### config.mk
export PLATFORM = sky130hd
export DESIGN_NAME = arz_seq
export DESIGN_NICKNAME = d
export VERILOG_FILES = /design/src/design/arz_pkg.sv /design/src/design/arz_tick.sv /design/src/design/arz_timer.sv /design/src/design/arz_seq.sv
export SDC_FILE = /design/constraint.sdc
export NUM_CORES = 1
export LEC_CHECK = 0
export BUFFER_PORTS_ARGS = -buffer_cell sky130_fd_sc_hd__buf_2
export CAP_MARGIN = 20
export CORE_ASPECT_RATIO = 1.75
export CORE_MARGIN = 2
export CORE_UTILIZATION = 50
export CTS_CLUSTER_DIAMETER = 100
export DETAILED_ROUTE_END_ITERATION = 8
export PLACE_DENSITY = 0.68
export RECOVER_POWER = 100
export SLEW_MARGIN = 10
export SYNTH_ARGS = -nofsm -noshare
export SYNTH_HDL_FRONTEND = slang
export SYNTH_HIERARCHICAL = 1
export SYNTH_SLANG_ARGS = --single-unit
### constraint.sdc
create_clock -name clock -period 4.25 [get_ports clock]
set_clock_uncertainty 0.1 [all_clocks]
set_input_delay 0.85 -clock clock [delete_from_list [all_inputs] [get_ports clock]]
set_output_delay 0.85 -clock clock [all_outputs]
set_load 0.02 [all_outputs]
### src/design/arz_pkg.sv
// Purpose: Shared constants for the autoreclose zone-follow sequencer
// Assumes: 125 MHz system clock, word-addressed byte offsets on the register port
// Notes:   All timer values are in milliseconds of the common timebase
package arz_pkg;
  // ----------------------------------------------------------------
  // Timing
  // ----------------------------------------------------------------
  localparam int CLK_PERIOD_NS = 8;
  localparam int MS_NS         = 1000000;
  localparam int MS_CYCLES     = (MS_NS + CLK_PERIOD_NS - 1) / CLK_PERIOD_NS;
  localparam logic [15:0] BKR_SUP_MS   = 16'h00C8;
  localparam logic [15:0] CLOSE_SUP_MS = 16'h0064;

  // ----------------------------------------------------------------
  // Register offsets
  // ----------------------------------------------------------------
  localparam logic [7:0] ADDR_CTRL   = 8'h00;
  localparam logic [7:0] ADDR_STATUS = 8'h04;
  localparam logic [7:0] ADDR_MASK   = 8'h08;
  localparam logic [7:0] ADDR_STATE  = 8'h0C;
  localparam logic [7:0] ADDR_DEAD0  = 8'h10;
  localparam logic [7:0] ADDR_MBLK   = 8'h20;
  localparam logic [7:0] ADDR_RECL   = 8'h24;
  localparam logic [7:0] ADDR_INIT   = 8'h28;

  // ----------------------------------------------------------------
  // Fields and reset values
  // ----------------------------------------------------------------
  localparam int CTRL_EN    = 0;
  localparam int CTRL_ZONE  = 1;
  localparam int CTRL_MAX_L = 2;
  localparam int CTRL_LORST = 7;
  localparam int ST_SUCCESS = 0;
  localparam int ST_FAILED  = 1;
  localparam int ST_LOCKOUT = 2;
  localparam int ST_SHOT    = 3;
  localparam int NUM_SHOTS  = 4;
  localparam int NUM_INIT   = 4;
  localparam logic [4:0]  CTRL_RST = 5'h05;
  localparam logic [15:0] DEAD_RST = 16'h01F4;
  localparam logic [15:0] MBLK_RST = 16'h03E8;
  localparam logic [15:0] RECL_RST = 16'h2710;
  localparam logic [15:0] INIT_RST = 16'hFFFF;

  typedef enum logic [8:0] {
    ARZ_STANDBY = 9'h001,
    ARZ_MANBLK  = 9'h002,
    ARZ_READY   = 9'h004,
    ARZ_RUN     = 9'h008,
    ARZ_WAITOPN = 9'h010,
    ARZ_DEAD    = 9'h020,
    ARZ_RECLOSE = 9'h040,
    ARZ_RECLAIM = 9'h080,
    ARZ_LOCKOUT = 9'h100
  } arz_state_t;
endpackage

### src/design/arz_tick.sv
// Purpose: Millisecond tick from the system clock
// Assumes: Single clock domain
// Notes:   One-cycle pulse every TICK_CYCLES clocks
`timescale 1ns/1ns
module arz_tick #(
  parameter int TICK_CYCLES = arz_pkg::MS_CYCLES
) (
  input  wire logic clock,
  input  wire logic rstn,
  input  wire logic clear,
  output logic      tick
);
  logic [16:0] cnt_reg;

  always_ff @(posedge clock or negedge rstn)
  begin
    if (!rstn)
    begin
      cnt_reg <= 17'h00000;
      tick    <= 1'b0;
    end
    else if (clear || cnt_reg == 17'(TICK_CYCLES - 1))
    begin
      cnt_reg <= 17'h00000;
      tick    <= !clear;
    end
    else
    begin
      cnt_reg <= cnt_reg + 17'h00001;
      tick    <= 1'b0;
    end
  end
endmodule

### src/design/arz_timer.sv
// Purpose: Millisecond down-counter used for every sequence timer
// Assumes: tick is a one-cycle pulse from the common timebase
// Notes:   A load of zero still waits one tick; start restarts a running timer
`timescale 1ns/1ns
module arz_timer (
  input  wire logic        clock,
  input  wire logic        rstn,
  input  wire logic        clear,
  input  wire logic        tick,
  input  wire logic        start,
  input  wire logic [15:0] load,
  output logic             running,
  output logic             expired
);
  logic [15:0] cnt_reg;

  always_ff @(posedge clock or negedge rstn)
  begin
    if (!rstn)
    begin
      cnt_reg <= 16'h0000;
      running <= 1'b0;
      expired <= 1'b0;
    end
    else if (clear)
    begin
      running <= 1'b0;
      expired <= 1'b0;
    end
    else if (start)
    begin
      cnt_reg <= (load == 16'h0000) ? 16'h0001 : load;
      running <= 1'b1;
      expired <= 1'b0;
    end
    else if (running && tick)
    begin
      cnt_reg <= cnt_reg - 16'h0001;
      running <= (cnt_reg != 16'h0001);
      expired <= (cnt_reg == 16'h0001);
    end
    else
    begin
      expired <= 1'b0;
    end
  end
endmodule

### src/design/arz_seq.sv
// Purpose: Autoreclose sequencer with manual-close block and zone following
// Assumes: Breaker and protection inputs synchronous to clock
// Notes:   Registers reached over a plain strobe port, read data one cycle later
// Overview of operation
// - Trips pass during manual block; timer continues
// - Block expiry with breaker open returns standby
// - Zone following enabled by its own control bit
// - Zone mode reuses shots, dead times, initiators, timers
// - Zone mode starts dead time without own trip
// - Zone mode dead timer starts on initiator pickup dropout
// - Zone mode dead expiry counts shot, starts reclaim, no close
// - Shot number output selects protection settings
// - No renewed fault: reset after reclaim expiry
// - Manual close starts block timer, then ready
// - Breaker must open within 200 ms supervision
// - Quiet reclaim returns ready and flags success
// - Recurring fault reruns; shots exhausted lock out
//
// Chosen here: the address-and-strobe port and the register offsets.
`timescale 1ns/1ns
module arz_seq #(
  parameter int TICK_CYCLES = arz_pkg::MS_CYCLES
) (
  input  wire logic        clock,
  input  wire logic        rstn,
  input  wire logic        gen_reset,
  input  wire logic        breaker_closed,
  input  wire logic        ext_block,
  input  wire logic [3:0]  pickup,
  input  wire logic [3:0]  trip,
  input  wire logic [7:0]  addr,
  input  wire logic [31:0] wdata,
  input  wire logic        wr,
  input  wire logic        rd,
  output logic      [31:0] rdata,
  output logic             trip_cmd,
  output logic             close_cmd,
  output logic      [2:0]  shot_num,
  output logic             irq
);
  // ----------------------------------------------------------------
  // Decoding helpers
  // ----------------------------------------------------------------
  function automatic logic [3:0] shot_nib(input logic [15:0] v, input logic [1:0] i);
    shot_nib = v[4*i +: 4];
  endfunction

  function automatic logic hit(input logic [7:0] a, input logic [7:0] base);
    hit = (a == base);
  endfunction

  // ----------------------------------------------------------------
  // Registers
  // ----------------------------------------------------------------
  logic [4:0]  ctrl_reg;
  logic [3:0]  status_reg;
  logic [3:0]  mask_reg;
  logic [15:0] dead_reg [arz_pkg::NUM_SHOTS];
  logic [15:0] mblk_reg;
  logic [15:0] recl_reg;
  logic [15:0] init_reg;
  logic        closed_reg;
  logic [2:0]  shot_reg;
  arz_pkg::arz_state_t state_reg;
  arz_pkg::arz_state_t state_next;

  logic        tick;
  logic        tmr_start;
  logic [15:0] tmr_load;
  logic        tmr_run;
  logic        tmr_exp;
  logic        mblk_start;
  logic        mblk_run;
  logic        mblk_exp;
  logic        close_evt;
  logic        ok;
  logic        zone;
  logic        init_pu;
  logic        init_tr;
  logic        shots_used;
  logic        lo_reset;
  logic        ev_success;
  logic        ev_failed;
  logic        ev_lockout;
  logic        ev_shot;
  logic [3:0]  ev_set;

  assign zone       = ctrl_reg[arz_pkg::CTRL_ZONE];
  assign ok         = ctrl_reg[arz_pkg::CTRL_EN] && !ext_block && !gen_reset;
  assign close_evt  = breaker_closed && !closed_reg;
  assign init_pu    = |(pickup & shot_nib(init_reg, shot_reg[1:0]));
  assign init_tr    = |(trip & shot_nib(init_reg, shot_reg[1:0]));
  assign shots_used = shot_reg >= ctrl_reg[arz_pkg::CTRL_MAX_L +: 3];
  assign lo_reset   = wr && hit(addr, arz_pkg::ADDR_CTRL) && wdata[arz_pkg::CTRL_LORST];

  // ----------------------------------------------------------------
  // Timebase and timers
  // ----------------------------------------------------------------
  arz_tick #(.TICK_CYCLES(TICK_CYCLES)) u_tick (
    .clock (clock),
    .rstn  (rstn),
    .clear (gen_reset),
    .tick  (tick)
  );

  arz_timer u_seq_tmr (
    .clock   (clock),
    .rstn    (rstn),
    .clear   (gen_reset),
    .tick    (tick),
    .start   (tmr_start),
    .load    (tmr_load),
    .running (tmr_run),
    .expired (tmr_exp)
  );

  // Kept separate so a trip never restarts or cancels the block interval
  arz_timer u_mblk_tmr (
    .clock   (clock),
    .rstn    (rstn),
    .clear   (gen_reset),
    .tick    (tick),
    .start   (mblk_start),
    .load    (mblk_reg),
    .running (mblk_run),
    .expired (mblk_exp)
  );

  // ----------------------------------------------------------------
  // Sequencer
  // ----------------------------------------------------------------
  always_comb
  begin
    state_next = state_reg;
    tmr_start  = 1'b0;
    tmr_load   = arz_pkg::BKR_SUP_MS;
    mblk_start = 1'b0;
    ev_success = 1'b0;
    ev_failed  = 1'b0;
    ev_shot    = 1'b0;
    case (state_reg)
      arz_pkg::ARZ_STANDBY:
      begin
        if (close_evt)
        begin
          mblk_start = 1'b1;
          state_next = arz_pkg::ARZ_MANBLK;
        end
      end
      arz_pkg::ARZ_MANBLK:
      begin
        if (mblk_exp)
          state_next = breaker_closed ? arz_pkg::ARZ_READY : arz_pkg::ARZ_STANDBY;
      end
      arz_pkg::ARZ_READY:
      begin
        if (!breaker_closed)
          state_next = arz_pkg::ARZ_STANDBY;
        else if (init_pu || init_tr)
          state_next = arz_pkg::ARZ_RUN;
      end
      arz_pkg::ARZ_RUN:
      begin
        if (init_tr)
        begin
          tmr_start  = 1'b1;
          state_next = arz_pkg::ARZ_WAITOPN;
        end
        else if (zone && !init_pu)
        begin
          tmr_start  = 1'b1;
          tmr_load   = dead_reg[shot_reg[1:0]];
          state_next = arz_pkg::ARZ_DEAD;
        end
      end
      arz_pkg::ARZ_WAITOPN:
      begin
        if (!breaker_closed)
        begin
          tmr_start  = 1'b1;
          tmr_load   = dead_reg[shot_reg[1:0]];
          state_next = arz_pkg::ARZ_DEAD;
        end
        else if (tmr_exp)
        begin
          ev_failed  = 1'b1;
          state_next = arz_pkg::ARZ_LOCKOUT;
        end
      end
      arz_pkg::ARZ_DEAD:
      begin
        if (tmr_exp)
        begin
          ev_shot   = 1'b1;
          tmr_start = 1'b1;
          if (zone)
          begin
            tmr_load   = recl_reg;
            state_next = arz_pkg::ARZ_RECLAIM;
          end
          else
          begin
            tmr_load   = arz_pkg::CLOSE_SUP_MS;
            state_next = arz_pkg::ARZ_RECLOSE;
          end
        end
      end
      arz_pkg::ARZ_RECLOSE:
      begin
        if (breaker_closed)
        begin
          tmr_start  = 1'b1;
          tmr_load   = recl_reg;
          state_next = arz_pkg::ARZ_RECLAIM;
        end
        else if (tmr_exp)
        begin
          ev_failed  = 1'b1;
          state_next = arz_pkg::ARZ_LOCKOUT;
        end
      end
      arz_pkg::ARZ_RECLAIM:
      begin
        if (init_pu || init_tr)
        begin
          ev_failed  = shots_used;
          state_next = shots_used ? arz_pkg::ARZ_LOCKOUT : arz_pkg::ARZ_RUN;
        end
        else if (tmr_exp)
        begin
          ev_success = 1'b1;
          state_next = arz_pkg::ARZ_READY;
        end
      end
      arz_pkg::ARZ_LOCKOUT:
      begin
        if (lo_reset)
          state_next = arz_pkg::ARZ_STANDBY;
      end
      default:
        state_next = arz_pkg::ARZ_STANDBY;
    endcase
    // Blocking or a disabled function parks the sequencer without lockout
    if (!ok && state_reg != arz_pkg::ARZ_LOCKOUT)
    begin
      state_next = arz_pkg::ARZ_STANDBY;
      tmr_start  = 1'b0;
      mblk_start = 1'b0;
      ev_success = 1'b0;
      ev_failed  = 1'b0;
      ev_shot    = 1'b0;
    end
    if (gen_reset)
      state_next = arz_pkg::ARZ_STANDBY;
  end

  assign ev_lockout = ev_failed;

  always_ff @(posedge clock or negedge rstn)
  begin
    if (!rstn)
      state_reg <= arz_pkg::ARZ_STANDBY;
    else
      state_reg <= state_next;
  end

  always_ff @(posedge clock or negedge rstn)
  begin
    if (!rstn)
      closed_reg <= 1'b0;
    else
      closed_reg <= breaker_closed;
  end

  // Shot counter advances before any close so settings track the shot
  always_ff @(posedge clock or negedge rstn)
  begin
    if (!rstn)
      shot_reg <= 3'h0;
    else if (gen_reset || state_next == arz_pkg::ARZ_READY || state_next == arz_pkg::ARZ_STANDBY)
      shot_reg <= 3'h0;
    else if (ev_shot)
      shot_reg <= shot_reg + 3'h1;
  end

  // ----------------------------------------------------------------
  // Outputs to breaker and protection
  // ----------------------------------------------------------------
  always_ff @(posedge clock or negedge rstn)
  begin
    if (!rstn)
    begin
      trip_cmd  <= 1'b0;
      close_cmd <= 1'b0;
      shot_num  <= 3'h0;
    end
    else
    begin
      trip_cmd  <= |trip;
      close_cmd <= ev_shot && !zone && ok;
      shot_num  <= shot_reg;
    end
  end

  // ----------------------------------------------------------------
  // Register port
  // ----------------------------------------------------------------
  always_ff @(posedge clock or negedge rstn)
  begin
    if (!rstn)
    begin
      ctrl_reg <= arz_pkg::CTRL_RST;
      mask_reg <= 4'h0;
      mblk_reg <= arz_pkg::MBLK_RST;
      recl_reg <= arz_pkg::RECL_RST;
      init_reg <= arz_pkg::INIT_RST;
    end
    else if (wr)
    begin
      if (hit(addr, arz_pkg::ADDR_CTRL))
        ctrl_reg <= wdata[4:0];
      if (hit(addr, arz_pkg::ADDR_MASK))
        mask_reg <= wdata[3:0];
      if (hit(addr, arz_pkg::ADDR_MBLK))
        mblk_reg <= wdata[15:0];
      if (hit(addr, arz_pkg::ADDR_RECL))
        recl_reg <= wdata[15:0];
      if (hit(addr, arz_pkg::ADDR_INIT))
        init_reg <= wdata[15:0];
    end
  end

  generate
    for (genvar g = 0; g < arz_pkg::NUM_SHOTS; g++)
    begin : g_dead
      always_ff @(posedge clock or negedge rstn)
      begin
        if (!rstn)
          dead_reg[g] <= arz_pkg::DEAD_RST;
        else if (wr && hit(addr, arz_pkg::ADDR_DEAD0 + 8'(4 * g)))
          dead_reg[g] <= wdata[15:0];
      end
    end
  endgenerate

  assign ev_set = {ev_shot, ev_lockout, ev_failed, ev_success};

  // Write one to clear; a same-cycle event still wins
  always_ff @(posedge clock or negedge rstn)
  begin
    if (!rstn)
      status_reg <= 4'h0;
    else if (wr && hit(addr, arz_pkg::ADDR_STATUS))
      status_reg <= (status_reg & ~wdata[3:0]) | ev_set;
    else
      status_reg <= status_reg | ev_set;
  end

  always_ff @(posedge clock or negedge rstn)
  begin
    if (!rstn)
      irq <= 1'b0;
    else
      irq <= |(status_reg & mask_reg);
  end

  always_ff @(posedge clock or negedge rstn)
  begin
    if (!rstn)
      rdata <= 32'h00000000;
    else if (!rd)
      rdata <= 32'h00000000;
    else
      case (addr)
        arz_pkg::ADDR_CTRL:   rdata <= {27'h0, ctrl_reg};
        arz_pkg::ADDR_STATUS: rdata <= {28'h0, status_reg};
        arz_pkg::ADDR_MASK:   rdata <= {28'h0, mask_reg};
        arz_pkg::ADDR_STATE:  rdata <= {18'h0, mblk_run, tmr_run, shot_reg, state_reg};
        arz_pkg::ADDR_MBLK:   rdata <= {16'h0, mblk_reg};
        arz_pkg::ADDR_RECL:   rdata <= {16'h0, recl_reg};
        arz_pkg::ADDR_INIT:   rdata <= {16'h0, init_reg};
        arz_pkg::ADDR_DEAD0:  rdata <= {16'h0, dead_reg[0]};
        8'h14:                rdata <= {16'h0, dead_reg[1]};
        8'h18:                rdata <= {16'h0, dead_reg[2]};
        8'h1C:                rdata <= {16'h0, dead_reg[3]};
        default:              rdata <= 32'h00000000;
      endcase
  end

  // ----------------------------------------------------------------
  // Checks
  // ----------------------------------------------------------------
  trip_passes_a: assert property (@(posedge clock) disable iff (!rstn)
    state_reg == arz_pkg::ARZ_MANBLK && |trip |=> trip_cmd)
    else $error("trip not passed during manual block");

  mblk_continues_a: assert property (@(posedge clock) disable iff (!rstn)
    mblk_run && !mblk_exp && |trip && !gen_reset |=> mblk_run || mblk_exp)
    else $error("manual block timer stopped by trip");

  mblk_open_a: assert property (@(posedge clock) disable iff (!rstn)
    state_reg == arz_pkg::ARZ_MANBLK && mblk_exp && !breaker_closed
    |=> state_reg == arz_pkg::ARZ_STANDBY)
    else $error("open breaker after block did not return standby");

  manual_close_a: assert property (@(posedge clock) disable iff (!rstn)
    state_reg == arz_pkg::ARZ_STANDBY && close_evt && ok
    |=> state_reg == arz_pkg::ARZ_MANBLK && mblk_run)
    else $error("manual close did not start block");

  zone_dead_a: assert property (@(posedge clock) disable iff (!rstn)
    state_reg == arz_pkg::ARZ_RUN && zone && ok && !init_pu && !init_tr
    |=> state_reg == arz_pkg::ARZ_DEAD && tmr_run)
    else $error("pickup dropout did not start dead timer");

  zone_shot_a: assert property (@(posedge clock) disable iff (!rstn)
    state_reg == arz_pkg::ARZ_DEAD && tmr_exp && zone && ok
    |=> shot_reg == $past(shot_reg) + 3'h1 && tmr_run && !close_cmd
        && state_reg == arz_pkg::ARZ_RECLAIM)
    else $error("zone shot count or reclaim start wrong");

  bkr_open_a: assert property (@(posedge clock) disable iff (!rstn)
    state_reg == arz_pkg::ARZ_WAITOPN && !breaker_closed && ok
    |=> state_reg == arz_pkg::ARZ_DEAD)
    else $error("open breaker did not start dead time");

  reclaim_ok_a: assert property (@(posedge clock) disable iff (!rstn)
    state_reg == arz_pkg::ARZ_RECLAIM && tmr_exp && ok && !init_pu && !init_tr
    |=> state_reg == arz_pkg::ARZ_READY && status_reg[arz_pkg::ST_SUCCESS])
    else $error("quiet reclaim did not report success");

  gen_reset_a: assert property (@(posedge clock) disable iff (!rstn)
    gen_reset |=> state_reg == arz_pkg::ARZ_STANDBY && !tmr_run && !mblk_run)
    else $error("general reset did not clear sequencer");
endmodule

# ---- Yosys cells after proc, flatten, opt, wreduce, memory -nomap -nowiden
# Index checks and enable logic that the tools add are counted.
# Widths: inputs -> output; s select.
dict set report word_totals {
  latch_bits 0
  output_inout_bits 38
  ram_bits 0
  input_bits 55
  rom_bits 0
  ff_bits 230
  n_memories 0
  elab_cells 188
}
dict set report classes {
  n_addsub 4
  reduce_logical 45
  muxes 74
  div 0
  eq_ne 27
  order_cmp 2
  shift 1
  n_bitwise 9
  mul 0
}
# cell count
set ops {}
lappend ops {{$mux 16} 15}
lappend ops {{$pmux 16 s11} 1}
lappend ops {{$mux 9} 16}
lappend ops {{$pmux 9 s9} 1}
lappend ops {{$pmux 16 s4} 1}
lappend ops {{$bmux 16 s2} 1}
lappend ops {{$eq 16x1->1 const B} 2}
lappend ops {{$eq 8x5->1 const B} 4}
lappend ops {{$logic_not 16->1} 2}
lappend ops {{$ne 16x1->1 const B} 2}
lappend ops {{$sub 16x1->16 const B} 2}
lappend ops {{$mux 1} 31}
lappend ops {{$eq 8x6->1 const B} 3}
lappend ops {{$eq 9x1->1 const B} 2}
lappend ops {{$eq 9x3->1 const B} 2}
lappend ops {{$add 17x1->17 const B} 1}
lappend ops {{$eq 17x17->1 const B} 1}
lappend ops {{$mux 17} 1}
lappend ops {{$and 4x4->4} 4}
lappend ops {{$eq 8x4->1 const B} 2}
lappend ops {{$logic_and 1x1->1} 16}
lappend ops {{$reduce_or 4->1} 4}
lappend ops {{$shiftx 16x5->4} 1}
lappend ops {{$reduce_and 2->1} 7}
lappend ops {{other kinds (26)} 40}

# ---- Depth between registers and ports, before layout
# Gate-level depths: netlist (run 1).
dict set report logic_depth {
  depth_word 14
  depth_mapped 13
  depth_no_buf 11
}

# ---- By module
# The synthesis (run 1) kept the hierarchy.
# mod area_each_um2 cells_each instances seq_area_each_um2
set by_module_without_submodules {}
lappend by_module_without_submodules {arz_seq 8142.8 668 1 4071.4}
lappend by_module_without_submodules {{arz_timer (u_mblk_tmr)} 1216.2 144 1 450.4}
lappend by_module_without_submodules {{arz_timer (u_seq_tmr)} 1173.6 139 1 450.4}
lappend by_module_without_submodules {arz_tick 889.6 90 1 450.4}

# ---- Worst setup path before layout (run 1)
# No wires, ideal clock.
dict set report synth_timing {
  path_type {reg2reg}
  from {reg shot_reg[0]}
  to {reg u_seq_tmr.cnt_reg[8]}
  t_arrival_ns 3.092
  setup_slack_ns 0.926
  path_buffers 3
  t_required_ns 4.018
  setup_ns 0.132
  synth_period_minus_slack_ns 3.324
  path_stages_with_launch 13
  path_cell_list {dfrtp_1 -> clkbuf_1 -> mux4_2 -> a22o_1 -> a221oi_2 -> a21o_1 -> a211oi_1 -> nor3b_1 -> clkbuf_1 -> clkbuf_1 -> a21oi_1 -> o21ai_0 -> o211ai_1}
}
dict set report synth_between {
  elab_chain_cells 11
  word_cells_on_any_way 24
  classes_between {shift: 1; mux: 13; bitwise: 3; reduce/logical: 7}
}
# item line
set synth_lines {}
lappend synth_lines {{start: declaration} arz_seq.sv:63} ;# logic [2:0] shot_reg;
lappend synth_lines {{start signal: assignment} arz_seq.sv:283} ;# shot_reg <= shot_reg + 3'h1;
lappend synth_lines {{$shiftx 16x5->4 (*)} arz_seq.sv:45} ;# shot_nib = v[4*i +: 4];
lappend synth_lines {{$and 4x4->4} arz_seq.sv:91} ;# assign init_pu = |(pickup & shot_nib(init_reg, shot_reg[1:0]));
lappend synth_lines {{$reduce_or 4->1} arz_seq.sv:91}
lappend synth_lines {{$logic_not 1->1} arz_seq.sv:169} ;# else if (zone && !init_pu)
lappend synth_lines {{$logic_and 1x1->1} arz_seq.sv:169}
lappend synth_lines {{$mux 1} arz_seq.sv:169}
lappend synth_lines {{$mux 1 (*)} arz_seq.sv:164} ;# if (init_tr)
lappend synth_lines {{$pmux 1 s4 (*)} arz_seq.sv:141} ;# case (state_reg)
lappend synth_lines {{$mux 1 (*)} arz_seq.sv:244} ;# if (!ok && state_reg != arz_pkg::ARZ_LOCKOUT)
lappend synth_lines {{via tmr_start} arz_seq.sv:68} ;# logic tmr_start;
lappend synth_lines {{$reduce_bool 2->1 (no line)} --}
lappend synth_lines {{$reduce_and 2->1 (no line)} --}
lappend synth_lines {{end signal: assignment} arz_timer.sv:32} ;# cnt_reg <= (load == 16'h0000) ? 16'h0001 : load;
lappend synth_lines {{end signal: assignment} arz_timer.sv:38} ;# cnt_reg <= cnt_reg - 16'h0001;
lappend synth_lines {{end: declaration} arz_timer.sv:15} ;# logic [15:0] cnt_reg;
# The timed path passes the listed nets; every way through them passes the cells marked *. The select of a mux whose other input is x is not followed.
# A chain may end at the register's enable or synchronous reset.

# ---- Final worst setup path (run 1)
dict set report layout_timing {
  from {reg state_reg[1]}
  to {reg u_seq_tmr.cnt_reg[15]}
}
dict set report layout_between {
  elab_chain_cells 5
  word_cells_on_any_way 14
  classes_between {eq/ne: 5; mux: 5; reduce/logical: 4}
}
# item line
set layout_lines {}
lappend layout_lines {{start: declaration} arz_seq.sv:64} ;# arz_pkg::arz_state_t state_reg;
lappend layout_lines {{start signal: assignment} arz_seq.sv:262} ;# state_reg <= arz_pkg::ARZ_STANDBY;
lappend layout_lines {{start signal: assignment} arz_seq.sv:264} ;# state_reg <= state_next;
lappend layout_lines {{$eq 9x7->1, or another cell as far along} arz_seq.sv:141}
lappend layout_lines {{$pmux 1 s4 / $logic_and 1x1->1 (equally long branches)} {arz_seq.sv:141, arz_seq.sv:244}}
lappend layout_lines {{$mux 1 (*)} arz_seq.sv:244}
lappend layout_lines {{via tmr_start} arz_seq.sv:68}
lappend layout_lines {{$reduce_bool 2->1 (no line)} --}
lappend layout_lines {{$reduce_and 2->1 (no line)} --}
# The timed path passes the listed nets; every way through them passes the cells marked *.

==> impl.org, run 1 <==
** Run status
- The flow ran to the end, but the final reports show violations.
- The final reports fail on max-capacitance violations, max-slew violations.

** Clock network
- Largest buffer count on any clock path :: 3
- Level count of the clock H-tree :: 1
- Insertion delay to the later sink of the worst-skew pair :: 0.52 ns
- Post-CTS timing repair inserted 0 buffers for setup.
- CTS tree :: yes
- The number of hold buffers added after CTS was 0.
- Number of clock buffers inserted by TritonCTS :: 22
- Gates resized during post-CTS repair numbered 0.
- Root buf cell :: sky130_fd_sc_hd__clkbuf_16
- Clock net sink count :: 214
- Clock transition at the registers of the reported paths :: 0.06 ns

** Floorplan
- The die covers 24,100 um2.
- Height of the chip :: 204 um
- Measured along the x axis, the die boundary spans 118 um.
- The core region is 22,600 um2.
- Boundary pin count :: 93
- Initial cell density of the core :: 50.6%
- The floorplan has 73 rows.

** Logic synthesis
- Summing the sequential cell areas from Yosys gives 47.5% of the chip area.
- Fraction of registers with async set or reset after synthesis :: 100%
- Netlist area before placement :: 11,400 um2
- Mapped Cells :: 1,041
- Mean Syn Cell Area :: 11.0 um2
- For this run, the leading register cell type out of synthesis is sky130_fd_sc_hd__dfrtp_1.
- Yosys cell types :: 82
- Number of enable-type register cells in the synthesized netlist :: 0
- Synth warn :: 6
- In this run, synthesis produced a sequential element count of 214.

** Timing
- Setup repair after global routing left no endpoint under its margin.
- The worst pin sits at a relative slew slack of -76.3%.
- Final Hold Violating Endpoints :: 0
- In the final timing run, aggregate negative setup slack is 0 ns.
- The final number of max-transition violations is 120.
- Setup violations remaining at the end of the flow were counted as 0.
- For the pin with the worst max-slew slack, the measured transition is 2.64 ns.
- Time the final worst path needs with I/O delays and setup :: 3.89 ns
- Final cycle utilization of the critical path :: 91.6%
- Highest attainable clock frequency :: 257 MHz
- In the post-route analysis, the smallest setup slack over all paths is 0.356 ns.

** Worst setup path
- Worst-case register-to-register setup slack :: 0.36 ns
- STA classifies the critical path startpoint as a flop.
- At the worst endpoint, the required time is 4.59 ns.
- WP data arrival :: 4.24 ns
- In this run the critical register-to-register path is captured at u_seq_tmr/cnt_reg[15].
- Type of destination of the critical path :: flop
- Of all nets on the critical path, the largest fanout is 30.
- Critical path start-end classification :: flop to flop
- The worst register-to-register path has a depth of 9.
- Launch point of the worst reg-to-reg path :: state_reg[1]

** GRT
- Wire length of the first global-routing pass :: 52,900 um
- For met1 alone, demand over resource in global routing was 31.3%.
- Vias in the first global route :: 9,287
- In the global route stage, overall resource usage came out at 28.5%.
- Largest net degree at the start of global routing :: 105
- For met2 alone, demand over resource in global routing was 50.6%.
- The initial antenna violation count is 0.
- Global routing consumed, on the met3 layer, 3.66% of the routing resources.
- Remaining global-route overflow :: 0
- met2 is the most crowded layer.

** Run
- Across the run, the number of max-cap violations was 2.

** Detailed routing
- In the routed design, unresolved DRC markers number 0.
- Initial DRT Pass Iterations :: 6
- Dividing the detail-routed wire length by the instance count gives 24.2 um.
- The final layout contains routed wiring with a total length of 34,100 um.
- Dividing the detail-routed via count by the number of cells gives 6.50.
- Once detail routing completed, the nets flagged for antenna violations numbered 0.
- The routed layout has 9,168 vias.
- After the first detailed-routing iteration, the DRC count stood at 804.

** Power and ir drop
- Across the VDD grid, the largest voltage drop is 358 uV.
- Overall power consumption after layout is estimated at 4.50 mW.
- Power per cell area :: 355 nW/um2
- For this design the static power due to leakage is 5.28 nW.

** Placement
- The congestion estimate from routability-driven global placement came to 0.948.
- Prior to clock tree synthesis, the placed netlist has a worst setup slack of 0.627 ns.
- The count of buffers added on input and output ports is 60.
- Post-detail-place hpwl :: 23,700 um

** Finish
- Fill cell count :: 1,974
- Cells with a size suffix above 1 make up 27.3% of the layout.
- After the last flow step, the layout net total stands at 1,159.
- The register with the most flip-flops in the layout has 64 of them.
- 0 antenna diodes ended up in the layout.
- Area growth from synthesis to layout :: 11.1%

** Worst hold path
- Along the worst hold path, the cell count comes to 1.
- The path class of the tightest hold or removal check is flop to flop.
- The worst hold path begins at u_tick/cnt_reg[0].
- For hold timing, the worst endpoint is u_tick/cnt_reg[0].
metal layers:
metal | routed length [um] | up-vias
li1 | - | 4055
met1 | 11800 | 4574
met5 | 0 | -
met3 | 2020 | 122
met2 | 17800 | 417
met4 | 2490 | 0
stage by stage:
step           cell area [um2]  hold WS [ns]  instances  util (%)
6_report                 12700         0.387       1411      56.2
5_1_grt                  12700         0.415       1411      56.2
4_1_cts                  12800         0.312       1411      57.0
3_5_place_dp             12100         0.378       1371      53.5
3_3_place_gp             12100         0.368       1371      53.5
2_1_floorplan            11500         0.278       1056         -
placed cells by master (no fill, tap or decap), types with 10 or more instances in the layout:
master / count
sky130_fd_sc_hd__xnor2_1: 15
sky130_fd_sc_hd__buf_4: 14
sky130_fd_sc_hd__dfstp_2: 54
sky130_fd_sc_hd__a22o_1: 10
sky130_fd_sc_hd__a22oi_1: 28
sky130_fd_sc_hd__nand3_1: 27
sky130_fd_sc_hd__a21oi_1: 26
sky130_fd_sc_hd__o21ai_0: 28
sky130_fd_sc_hd__nand2_1: 75
sky130_fd_sc_hd__a31oi_1: 23
sky130_fd_sc_hd__nor2_1: 82
sky130_fd_sc_hd__a222oi_1: 26
sky130_fd_sc_hd__conb_1: 16
sky130_fd_sc_hd__mux4_2: 20
sky130_fd_sc_hd__inv_1: 38
sky130_fd_sc_hd__buf_2: 32
sky130_fd_sc_hd__clkbuf_16: 23
sky130_fd_sc_hd__nand4_1: 18
sky130_fd_sc_hd__mux2_2: 120
sky130_fd_sc_hd__nor4_1: 33
sky130_fd_sc_hd__dfrtp_1: 160
sky130_fd_sc_hd__nor3_1: 25
sky130_fd_sc_hd__clkbuf_1: 40
worst max path at each step:
stage / from / end / slack [ns] / depth (start not counted)
final: state_reg[1] / u_seq_tmr/cnt_reg[15] / 0.36 / 9
after CTS: shot_reg[0] / u_seq_tmr/cnt_reg[7] / 0.57 / 11
after detailed placement: shot_reg[0] / u_seq_tmr/cnt_reg[7] / 0.63 / 11
after global routing: state_reg[4] / u_mblk_tmr/cnt_reg[10] / 0.15 / 9
after global placement: shot_reg[0] / u_seq_tmr/cnt_reg[7] / 0.61 / 11
after floorplan: shot_reg[0] / u_seq_tmr/cnt_reg[8] / 0.93 / 12
where the power goes:
group	switching, mW	internal (mW)
logic	0.161	0.101
registers	0.0670	2.12
clock network	0.827	1.23
cells in the mapped netlist, types with 5 or more instances:
master | instances | area share [%]
sky130_fd_sc_hd__a211oi_1 | 5 | 0.33
sky130_fd_sc_hd__a21o_1 | 6 | 0.39
sky130_fd_sc_hd__a21oi_1 | 26 | 1.1
sky130_fd_sc_hd__a221oi_1 | 8 | 0.61
sky130_fd_sc_hd__a222oi_1 | 26 | 2.3
sky130_fd_sc_hd__a22o_1 | 10 | 0.77
sky130_fd_sc_hd__a22oi_1 | 28 | 1.8
sky130_fd_sc_hd__a31oi_1 | 23 | 1.3
sky130_fd_sc_hd__a32oi_1 | 5 | 0.38
sky130_fd_sc_hd__and3_1 | 5 | 0.27
sky130_fd_sc_hd__buf_1 | 7 | 0.23
sky130_fd_sc_hd__buf_4 | 16 | 1.1
sky130_fd_sc_hd__clkbuf_1 | 46 | 1.5
sky130_fd_sc_hd__dfrtp_1 | 160 | 35
sky130_fd_sc_hd__dfstp_2 | 54 | 12
sky130_fd_sc_hd__ha_1 | 9 | 0.99
sky130_fd_sc_hd__inv_1 | 38 | 1.2
sky130_fd_sc_hd__mux2_2 | 121 | 12
sky130_fd_sc_hd__mux2i_1 | 5 | 0.44
sky130_fd_sc_hd__mux4_2 | 20 | 3.9
sky130_fd_sc_hd__nand2_1 | 75 | 2.5
sky130_fd_sc_hd__nand3_1 | 27 | 1.2
sky130_fd_sc_hd__nand4_1 | 18 | 0.99
sky130_fd_sc_hd__nor2_1 | 82 | 2.7
sky130_fd_sc_hd__nor2b_1 | 7 | 0.38
sky130_fd_sc_hd__nor3_1 | 25 | 1.1
sky130_fd_sc_hd__nor4_1 | 33 | 1.8
sky130_fd_sc_hd__o211ai_1 | 7 | 0.46
sky130_fd_sc_hd__o21ai_0 | 26 | 1.1
sky130_fd_sc_hd__o21ai_1 | 11 | 0.48
sky130_fd_sc_hd__or4_1 | 9 | 0.59
sky130_fd_sc_hd__or4_4 | 5 | 0.49
sky130_fd_sc_hd__xnor2_1 | 15 | 1.2
cells by family after synthesis:
kind of cell               synth area share [%]
and+or+nand+nor                            15.2
buffers and inverters                      4.27
adders and majority gates                 0.986
muxes                                      16.3
xor gates and xnor gates                   1.46
DFF                                        47.5
AOI/OAI and AO/OA                          14.3
other                                    0.0328
final cells by class:
class / instances / area, um2 / share of cell area, %
Inverter: 38 / 143 / 1.12
Timing Repair Buffer: 88 / 459 / 3.62
Tap cell: 300 / 375 / 2.96
Multi-Input combinational cell: 731 / 5520 / 43.5
Sequential cell: 214 / 5420 / 42.7
Clock inverter: 11 / 140 / 1.10
Clock buffer: 29 / 628 / 4.95
critical path: stages (launching register included):
cell and delay (ns):
sky130_fd_sc_hd__dfrtp_1 0.49, sky130_fd_sc_hd__or3_1 0.52, sky130_fd_sc_hd__or4_2 0.65, sky130_fd_sc_hd__a221oi_1 0.54, sky130_fd_sc_hd__nor3b_2 0.28, sky130_fd_sc_hd__buf_4 0.32, sky130_fd_sc_hd__inv_1 0.22, sky130_fd_sc_hd__nor2_1 0.41
sky130_fd_sc_hd__a22oi_1 0.15, sky130_fd_sc_hd__nand3_1 0.14
No activity file was read; power rests on OpenSTA's default activity.
==> run 2: changes to the inputs <==
--- a/config.mk
+++ b/config.mk
@@ -8,7 +8,6 @@
 export BUFFER_PORTS_ARGS = -buffer_cell sky130_fd_sc_hd__buf_2
 export CAP_MARGIN = 20
 export CORE_ASPECT_RATIO = 1.75
-export CORE_MARGIN = 2
 export CORE_UTILIZATION = 50
 export CTS_CLUSTER_DIAMETER = 100
 export DETAILED_ROUTE_END_ITERATION = 8
==> run 2 against run 1 <==
  * The flow still finishes with violations (max-capacitance violations, max-slew violations)
  * Register-to-register slack lost 0.05 ns
  * Non-clock buffer count grew 5
  * Count of clock-buffer cells in the layout grew 3
  * Die area shrank 2.7%
  * Final cell count is essentially flat
  * Critical endpoint is now u_seq_tmr/cnt_reg[0]
==> impl.org, run 2 (synthesized netlist as in run 1, its figures left out) <==
** Timing
- Final setup violation count :: 0 (unchanged)
- Setup repair after global routing left no endpoint under its margin.
- Rel. slew slack :: -92.2% (-16 points)
- The maximum operating frequency is 253 MHz (-1.4%).
- The final-layout setup total negative slack came to 0 ns (unchanged).
- The final number of hold-violating endpoints is 0 (unchanged).
- The actual slew at the worst max-slew pin is 2.88 ns (+0.238 ns).
- The post-layout minimum cycle time came to 3.95 ns (+0.0543 ns).
- Final cycle utilization of the critical path :: 92.9% (+1.3 points)
- The final number of max-transition violations is 131 (+9.2%).
- Final WS setup :: 0.301 ns (-0.0543 ns)

** Power and ir drop
- The static power due to leakage came to 5.27 nW (-0.18%).
- The worst supply voltage drop on vdd is 307 uV (-14%).
- The power per cell area came to 343 nW/um2 (-3.3%).

** Finish
- From synthesis to final layout, the design area changed by 10.5%.
- Commonest cells after routing, fill and taps aside :: 160 x sky130_fd_sc_hd__dfrtp_1, 121 x sky130_fd_sc_hd__mux2_2, 82 x sky130_fd_sc_hd__nor2_1
- The count of inserted antenna diode cells is 0 (unchanged).
- The count of fill cells added during filler insertion is 1,963 (-0.56%).
- Most common cell after layout, fill and taps aside :: sky130_fd_sc_hd__dfrtp_1
- Count of nets after finishing :: 1,164 (+0.43%)
- The fraction of final layout cells sized beyond drive strength 1 was 27.0% (-0.30 points).
- Number of flip-flops under the largest register name :: 64 (unchanged)

** Placement
- Gp weighted congestion :: 0.986 (+4.0%)
- The count of port buffers added during placement is 60 (unchanged).
- Post-detail-place hpwl :: 24,000 um (+1.0%)
- Pre-CTS worst setup slack :: 0.546 ns (-0.0807 ns)

** Clock network
- The count of hold-fix buffers inserted at cts was 0 (unchanged).
- Clock net sink count :: 214 (unchanged)
- PostCTS Resize Cnt :: 0 (unchanged)
- The cell sitting at the root of the clock tree is a sky130_fd_sc_hd__clkbuf_16.
- TritonCTS built the clock tree.
- The CTS clock-pin slew for the worst setup and hold paths came to 0.06 ns (about the same).
- Postcts setup bufs :: 0 (unchanged)
- Level count of the clock H-tree :: 1 (unchanged)
- Number of clock buffers inserted by TritonCTS :: 22 (unchanged)
- The maximum root-to-sink buffer count is 3 (unchanged).
- The clock latency on the worst-skew pair was 0.52 ns (about the same).

** Detailed routing
- Via count normalized by instance count :: 6.55 (+0.78%)
- The number of iterations in the first detailed-routing pass came to 6 (unchanged).
- Via count :: 9,246 (+0.85%)
- Routed length per placed instance :: 24.2 um (+0.22%)
- Count of antenna-violating nets left after detailed routing :: 0 (unchanged)
- The remaining routing DRC violations was 0 (unchanged).
- Wire length reported by the detailed router :: 34,200 um (+0.29%)
- The number of DRC violations after detailed-routing iteration 0 came to 861 (+7.1%).

** Run
- The max-cap check violation count is 2 (unchanged).

** Floorplan
- Initial cell density of the core :: 51.3% (+0.70 points)
- The count of boundary I/O pins is 93 (unchanged).
- The die height is 202 um (-0.98%).
- The number of rows created at floorplan was 72 (-1.4%).
- The die area was 23,500 um2 (-2.7%).
- Die Wd :: 116 um (-1.7%)
- Std-Cell Core Area :: 22,300 um2 (-1.4%)

** Worst setup path
- CP delay by family, top :: compound AO/OA/AOI/OAI gates
- Type of destination of the critical path :: flop
- Element type at the critical path start :: flop
- The slowest stage of the critical path is the sky130_fd_sc_hd__dfrtp_1 cell.
- The register-to-register path setup slack is 0.30 ns (-0.05 ns).
- WP data arrival :: 4.22 ns (-0.02 ns)
- The largest fanout on the critical path came to 14 (-53%).
- CP Buf/Inv Count :: 2 (unchanged)
- The maximum single-stage delay on the critical path came to 0.57 ns (-0.08 ns).
- Series of cell instances along the critical path :: buf_4 > mux4_2 > a221oi_1 > and2_0 > a31oi_1 > clkbuf_1 > o21ai_0 > nor4_1 > a41oi_1 > o221ai_1
- Critical path start-end classification :: flop to flop
- Required @ worst endpoint :: 4.52 ns (-0.07 ns)

** Run status
- Run status :: finished with violations
- The checks that failed: max-capacitance violations, max-slew violations.

** GRT
- Total Routing Usage GR :: 30.3% (+1.8 points)
- Vias in the first global route :: 9,484 (+2.1%)
- The global-route wire length before repair is 53,200 um (+0.54%).
- Remaining global-route overflow :: 0 (unchanged)
- Initial antenna violation count :: 0 (unchanged)
- Largest net degree at the start of global routing :: 115 (+9.5%)

** Worst hold path
- Path category of the worst min-delay check :: flop to flop
run 2: cell types whose count changed in the layout (fill, tap and decap cells not counted), moves of 2 or more:
cell,before,now
sky130_fd_sc_hd__bufinv_16,3,1
sky130_fd_sc_hd__clkbuf_1,40,47
sky130_fd_sc_hd__clkinv_2,3,5
sky130_fd_sc_hd__clkinvlp_4,3,0
sky130_fd_sc_hd__o21ai_0,28,31
sky130_fd_sc_hd__o21ai_1,9,6
run 2: path summary, 6_finish.rpt:
check / startpoint / to / depth (start not counted)
setup / recovery: shot_reg[0] / u_seq_tmr/cnt_reg[0] / 10
hold reg to reg: u_tick/cnt_reg[0] / u_tick/cnt_reg[0] / 1
setup reg to reg: shot_reg[0] / u_seq_tmr/cnt_reg[0] / 10
max in group asynchronous: rstn / mblk_reg[0] / 2
min in group asynchronous: rstn / u_tick/cnt_reg[10] / 1
hold / removal: u_tick/cnt_reg[0] / u_tick/cnt_reg[0] / 1
run 2: final cells by class:
type / count / area [um2] / area share, %
Clock inverter: 8 / 75.1 / 0.595
Clock buffer: 32 / 628 / 4.97
Sequential cell: 214 / 5420 / 42.9
Multi-Input combinational cell: 731 / 5510 / 43.6
Inverter: 38 / 143 / 1.13
Tap cell: 296 / 370 / 2.93
Timing Repair Buffer: 93 / 479 / 3.80
run 2: per-layer routing:
metal	up-vias	part of all wire, %	wire, um	global-route usage, %
met5	-	0	0	0
met4	0	8.9	3050	22.9
met3	175	6.2	2110	4.86
met2	421	50	17100	50.7
met1	4607	35	12000	33.8
li1	4043	-	-	-
run 2: report_power, final:
part,internal [mW],total (mW),switching (mW),leakage (nW)
combinational,0.0988,0.258,0.159,2.19
clock,1.09,1.89,0.798,0.349
sequential,2.12,2.19,0.0663,2.72
total,3.31,4.33,1.02,5.27
run 2: stage by stage:
stage	utilization, %	power [mW]	instances	hold WS (ns)	cell area [um2]
final	56.7	4.33	1412	0.409	12600
after global routing	56.7	4.48	1412	0.431	12600
after CTS	57.6	4.37	1412	0.354	12800
after detailed placement	54.4	2.48	1372	0.393	12100
after global placement	54.4	2.47	1372	0.382	12100
after floorplan	-	2.35	1056	0.278	11500
==> run 3: changes to the inputs <==
--- a/config.mk
+++ b/config.mk
@@ -8,10 +8,9 @@
 export BUFFER_PORTS_ARGS = -buffer_cell sky130_fd_sc_hd__buf_2
 export CAP_MARGIN = 20
 export CORE_ASPECT_RATIO = 1.75
-export CORE_UTILIZATION = 50
+export CORE_UTILIZATION = 25
 export CTS_CLUSTER_DIAMETER = 100
 export DETAILED_ROUTE_END_ITERATION = 8
-export PLACE_DENSITY = 0.68
 export RECOVER_POWER = 100
 export SLEW_MARGIN = 10
 export SYNTH_ARGS = -nofsm -noshare
==> run 3 against run 2 <==
  * The run still ends with max-capacitance violations, max-slew violations left
  * Critical path type unchanged
  * Via count fell by 0.50%
  * Routed wire length up 9.0%
  * Highest routed layer is now met5
  * Critical path depth decreased by 1
==> impl.org, run 3 (synthesized netlist as in run 1, its figures left out) <==
** GRT
- The overflow left after global routing came to 0 (unchanged).
- Vias in the first global route :: 9,430 (-0.57%)
- Initial antenna violation count :: 5 (+5)
- Largest net degree at the start of global routing :: 100 (-13%)
- Wire length of the first global-routing pass :: 57,500 um (+8.2%)
- Total Routing Usage GR :: 16.2% (-14 points)

** Floorplan
- Number of rows created at floorplan :: 103 (+43%)
- The die height came to 285 um (+41%).
- Die footprint :: 46,600 um2 (+98%)
- The x dimension of the die came to 164 um (+41%).
- The effective utilization at floorplan is 25.3% (-26 points).
- The count of boundary I/O pins came to 93 (unchanged).
- The placeable core region came to 45,100 um2 (+100%).

** Run
- The max-cap check violation count was 2 (unchanged).

** Worst setup path
- Crit-path slowest cell :: sky130_fd_sc_hd__or4_2
- Element type at the critical path start :: flop
- Maximum fanout count along the critical path :: 8 (-6)
- The register-to-register path setup slack came to 0.30 ns (about the same).
- Max incr delay on CP :: 0.65 ns (+0.08 ns)
- Type of destination of the critical path :: flop
- The signal on the critical path passes through or3_1 > or4_2 > a221oi_1 > nor3b_1 > nand2_1 > a221o_1 > nor4_1 > a41oi_1 > o221ai_1.
- The worst setup path is of the flop to flop kind.
- The required time at the endpoint of the critical path came to 4.59 ns (+0.07 ns).
- Worst Reg-to-Reg Cells :: 9 (-1)
- WP data arrival :: 4.29 ns (+0.07 ns)
- Launch point of the worst reg-to-reg path :: state_reg[1]
- CP endpoint :: u_seq_tmr/cnt_reg[0]
- In this run the critical register-to-register path is captured at u_seq_tmr/cnt_reg[0].
- Worst Setup SP :: state_reg[1]

** Clock network
- Clock net sink count :: 214 (unchanged)
- Clock transition at the registers of the reported paths :: 0.07 ns (about the same)
- The number of buffers inserted by post-CTS setup repair is 0 (unchanged).
- Level count of the clock H-tree :: 1 (unchanged)
- The count of hold-fix buffers inserted at cts is 0 (unchanged).
- Insertion delay to the later sink of the worst-skew pair :: 0.53 ns (about the same)
- PostCTS Resize Cnt :: 0 (unchanged)
- Root buf cell :: sky130_fd_sc_hd__clkbuf_16
- CTS tree :: yes
- Largest buffer count on any clock path :: 3 (unchanged)
- The total clock buffers created by CTS was 21 (-4.5%).

** Placement
- Post-detail-place hpwl :: 26,700 um (+11%)
- Buffers added on ports :: 60 (unchanged)
- The weighted congestion at the end of routability-driven global placement is 0.930 (-5.7%).

** Finish
- Compared with the post-synthesis result, the final layout area differs by 13.8%.
- Number of flip-flops under the largest register name :: 64 (unchanged)
- The core utilization of the finished layout is 28.8% (-28 points).
- Count of nets after finishing :: 1,162 (-0.17%)
- The fraction of final layout cells sized beyond drive strength 1 came to 27.2% (+0.25 points).
- Commonest cells after routing, fill and taps aside :: 160 x sky130_fd_sc_hd__dfrtp_1, 121 x sky130_fd_sc_hd__mux2_2, 82 x sky130_fd_sc_hd__nor2_1
- Most common cell after layout, fill and taps aside :: sky130_fd_sc_hd__dfrtp_1

** Detailed routing
- Via count :: 9,200 (-0.50%)
- Initial DRT Pass Iterations :: 9 (+3)
- Count of antenna-violating nets left after detailed routing :: 0 (unchanged)
- The wire length per cell was 22.1 um (-9.0%).
- Via count normalized by instance count :: 5.44 (-17%)
- The number of DRC violations after detailed-routing iteration 0 is 868 (+0.81%).
- The routed wire length was 37,300 um (+9.0%).
- Remaining DRCs :: 0 (unchanged)

** Timing
- Worst-case hold slack :: 0.407 ns (-0.00237 ns)
- Highest attainable clock frequency :: 253 MHz (about the same)
- The final-layout setup total negative slack was 0 ns (unchanged).
- Fin. max-slew vios :: 105 (-20%)
- The final number of hold-violating endpoints came to 0 (unchanged).
- Rel. slew slack :: -52.2% (+40 points)
- The post-layout minimum cycle time was 3.95 ns (-0.00305 ns).
- Final cycle utilization of the critical path :: 92.8% (about the same)
- The actual slew at the worst max-slew pin is 2.28 ns (-0.599 ns).
- Setup repair after global routing left no endpoint under its margin.
- Final setup violation count :: 0 (unchanged)

** Power and ir drop
- Leakage :: 5.27 nW (+0.15%)
- Clock share of power :: 44.9% (+1.3 points)
- The internal power came to 3.38 mW (+2.2%).
- Sequential share of power :: 49.3% (-1.2 points)
- The worst supply voltage drop on vdd is 254 uV (-17%).
- Switching component of the power :: 1.06 mW (+3.3%)
- Sw Ratio :: 23.8% (+0.19 points)
- Combinational cell fraction of total power :: 5.8% (-0.2 points)
- Power per cell area :: 341 nW/um2 (-0.52%)
- Overall power :: 4.44 mW (+2.4%)

** Run status
- Run status :: finished with violations
- Violated checks :: max-capacitance violations, max-slew violations

** Worst hold path
- Path category of the worst min-delay check :: flop to flop
run 3: cell count changes in the layout (fill, tap and decap cells not counted), moves of 2 or more:
cell,before,now
sky130_fd_sc_hd__clkbuf_1,47,43
sky130_fd_sc_hd__clkinv_2,5,1
sky130_fd_sc_hd__o21ai_0,31,26
sky130_fd_sc_hd__clkbuf_16,22,24
sky130_fd_sc_hd__buf_2,32,34
sky130_fd_sc_hd__o21ai_1,6,11
sky130_fd_sc_hd__clkbuf_2,4,2
sky130_fd_sc_hd__buf_4,14,18
run 3: critical path, delay by kind of cell, from the launching register on:
family,cells,cell delay [ns]
AND/OR/NAND/NOR,5,1.97
AO/OA/AOI/OAI,4,1.31
flip-flops,1,0.49
run 3: layer usage:
metal / global-route usage, % / routed length, um / up-vias
met1: 17.6 / 13200 / 4613
li1: - / - / 4052
met2: 28.7 / 19400 / 389
met5: 0 / 45 / -
met4: 11.0 / 2670 / 8
met3: 2.39 / 2080 / 138
run 3: through the flow:
step	instance area [um2]	instances	setup WS, ns
after floorplan	11500	1056	0.926
after global placement	12400	1652	0.628
after detailed placement	12400	1652	0.557
after CTS	13200	1690	0.550
after global routing	13000	1690	0.143
final	13000	1691	0.304
run 3: layout make-up:
cell class | instances | area, um2
multi-input cells | 731 | 5510
well taps | 577 | 722
clock buffers | 34 | 678
inverters | 38 | 143
flip-flops and latches | 214 | 5420
fillers | 4694 | 32100
diodes | 1 | 2.50
repair buffers | 92 | 474
clock inverters | 4 | 52.6
run 3: worst min path at each step:
| stage | from | end | slack [ns] | cells past startpoint |
|---|---|---|---|---|
| 3_3_place_gp | u_tick/cnt_reg[0] | u_tick/cnt_reg[0] | 0.38 | 1 |
| 6_report | u_tick/cnt_reg[0] | u_tick/cnt_reg[0] | 0.41 | 1 |
| 5_1_grt | status_reg[1] | status_reg[1] | 0.43 | 2 |
| 3_5_place_dp | u_tick/cnt_reg[0] | u_tick/cnt_reg[0] | 0.39 | 1 |
| 2_1_floorplan | shot_reg[0] | shot_num[0] | 0.28 | 0 |
| 4_1_cts | rstn | shot_reg[0] | 0.27 | 1 |
run 3: power groups by stage:
stage / registers (mW) / clock network [mW] / logic (mW)
2_1_floorplan: 2.19 / 0 / 0.161
3_3_place_gp: 2.22 / 0 / 0.259
3_5_place_dp: 2.22 / 0 / 0.265
4_1_cts: 2.18 / 2.03 / 0.267
5_1_grt: 2.19 / 2.10 / 0.289
6_report: 2.19 / 1.99 / 0.259
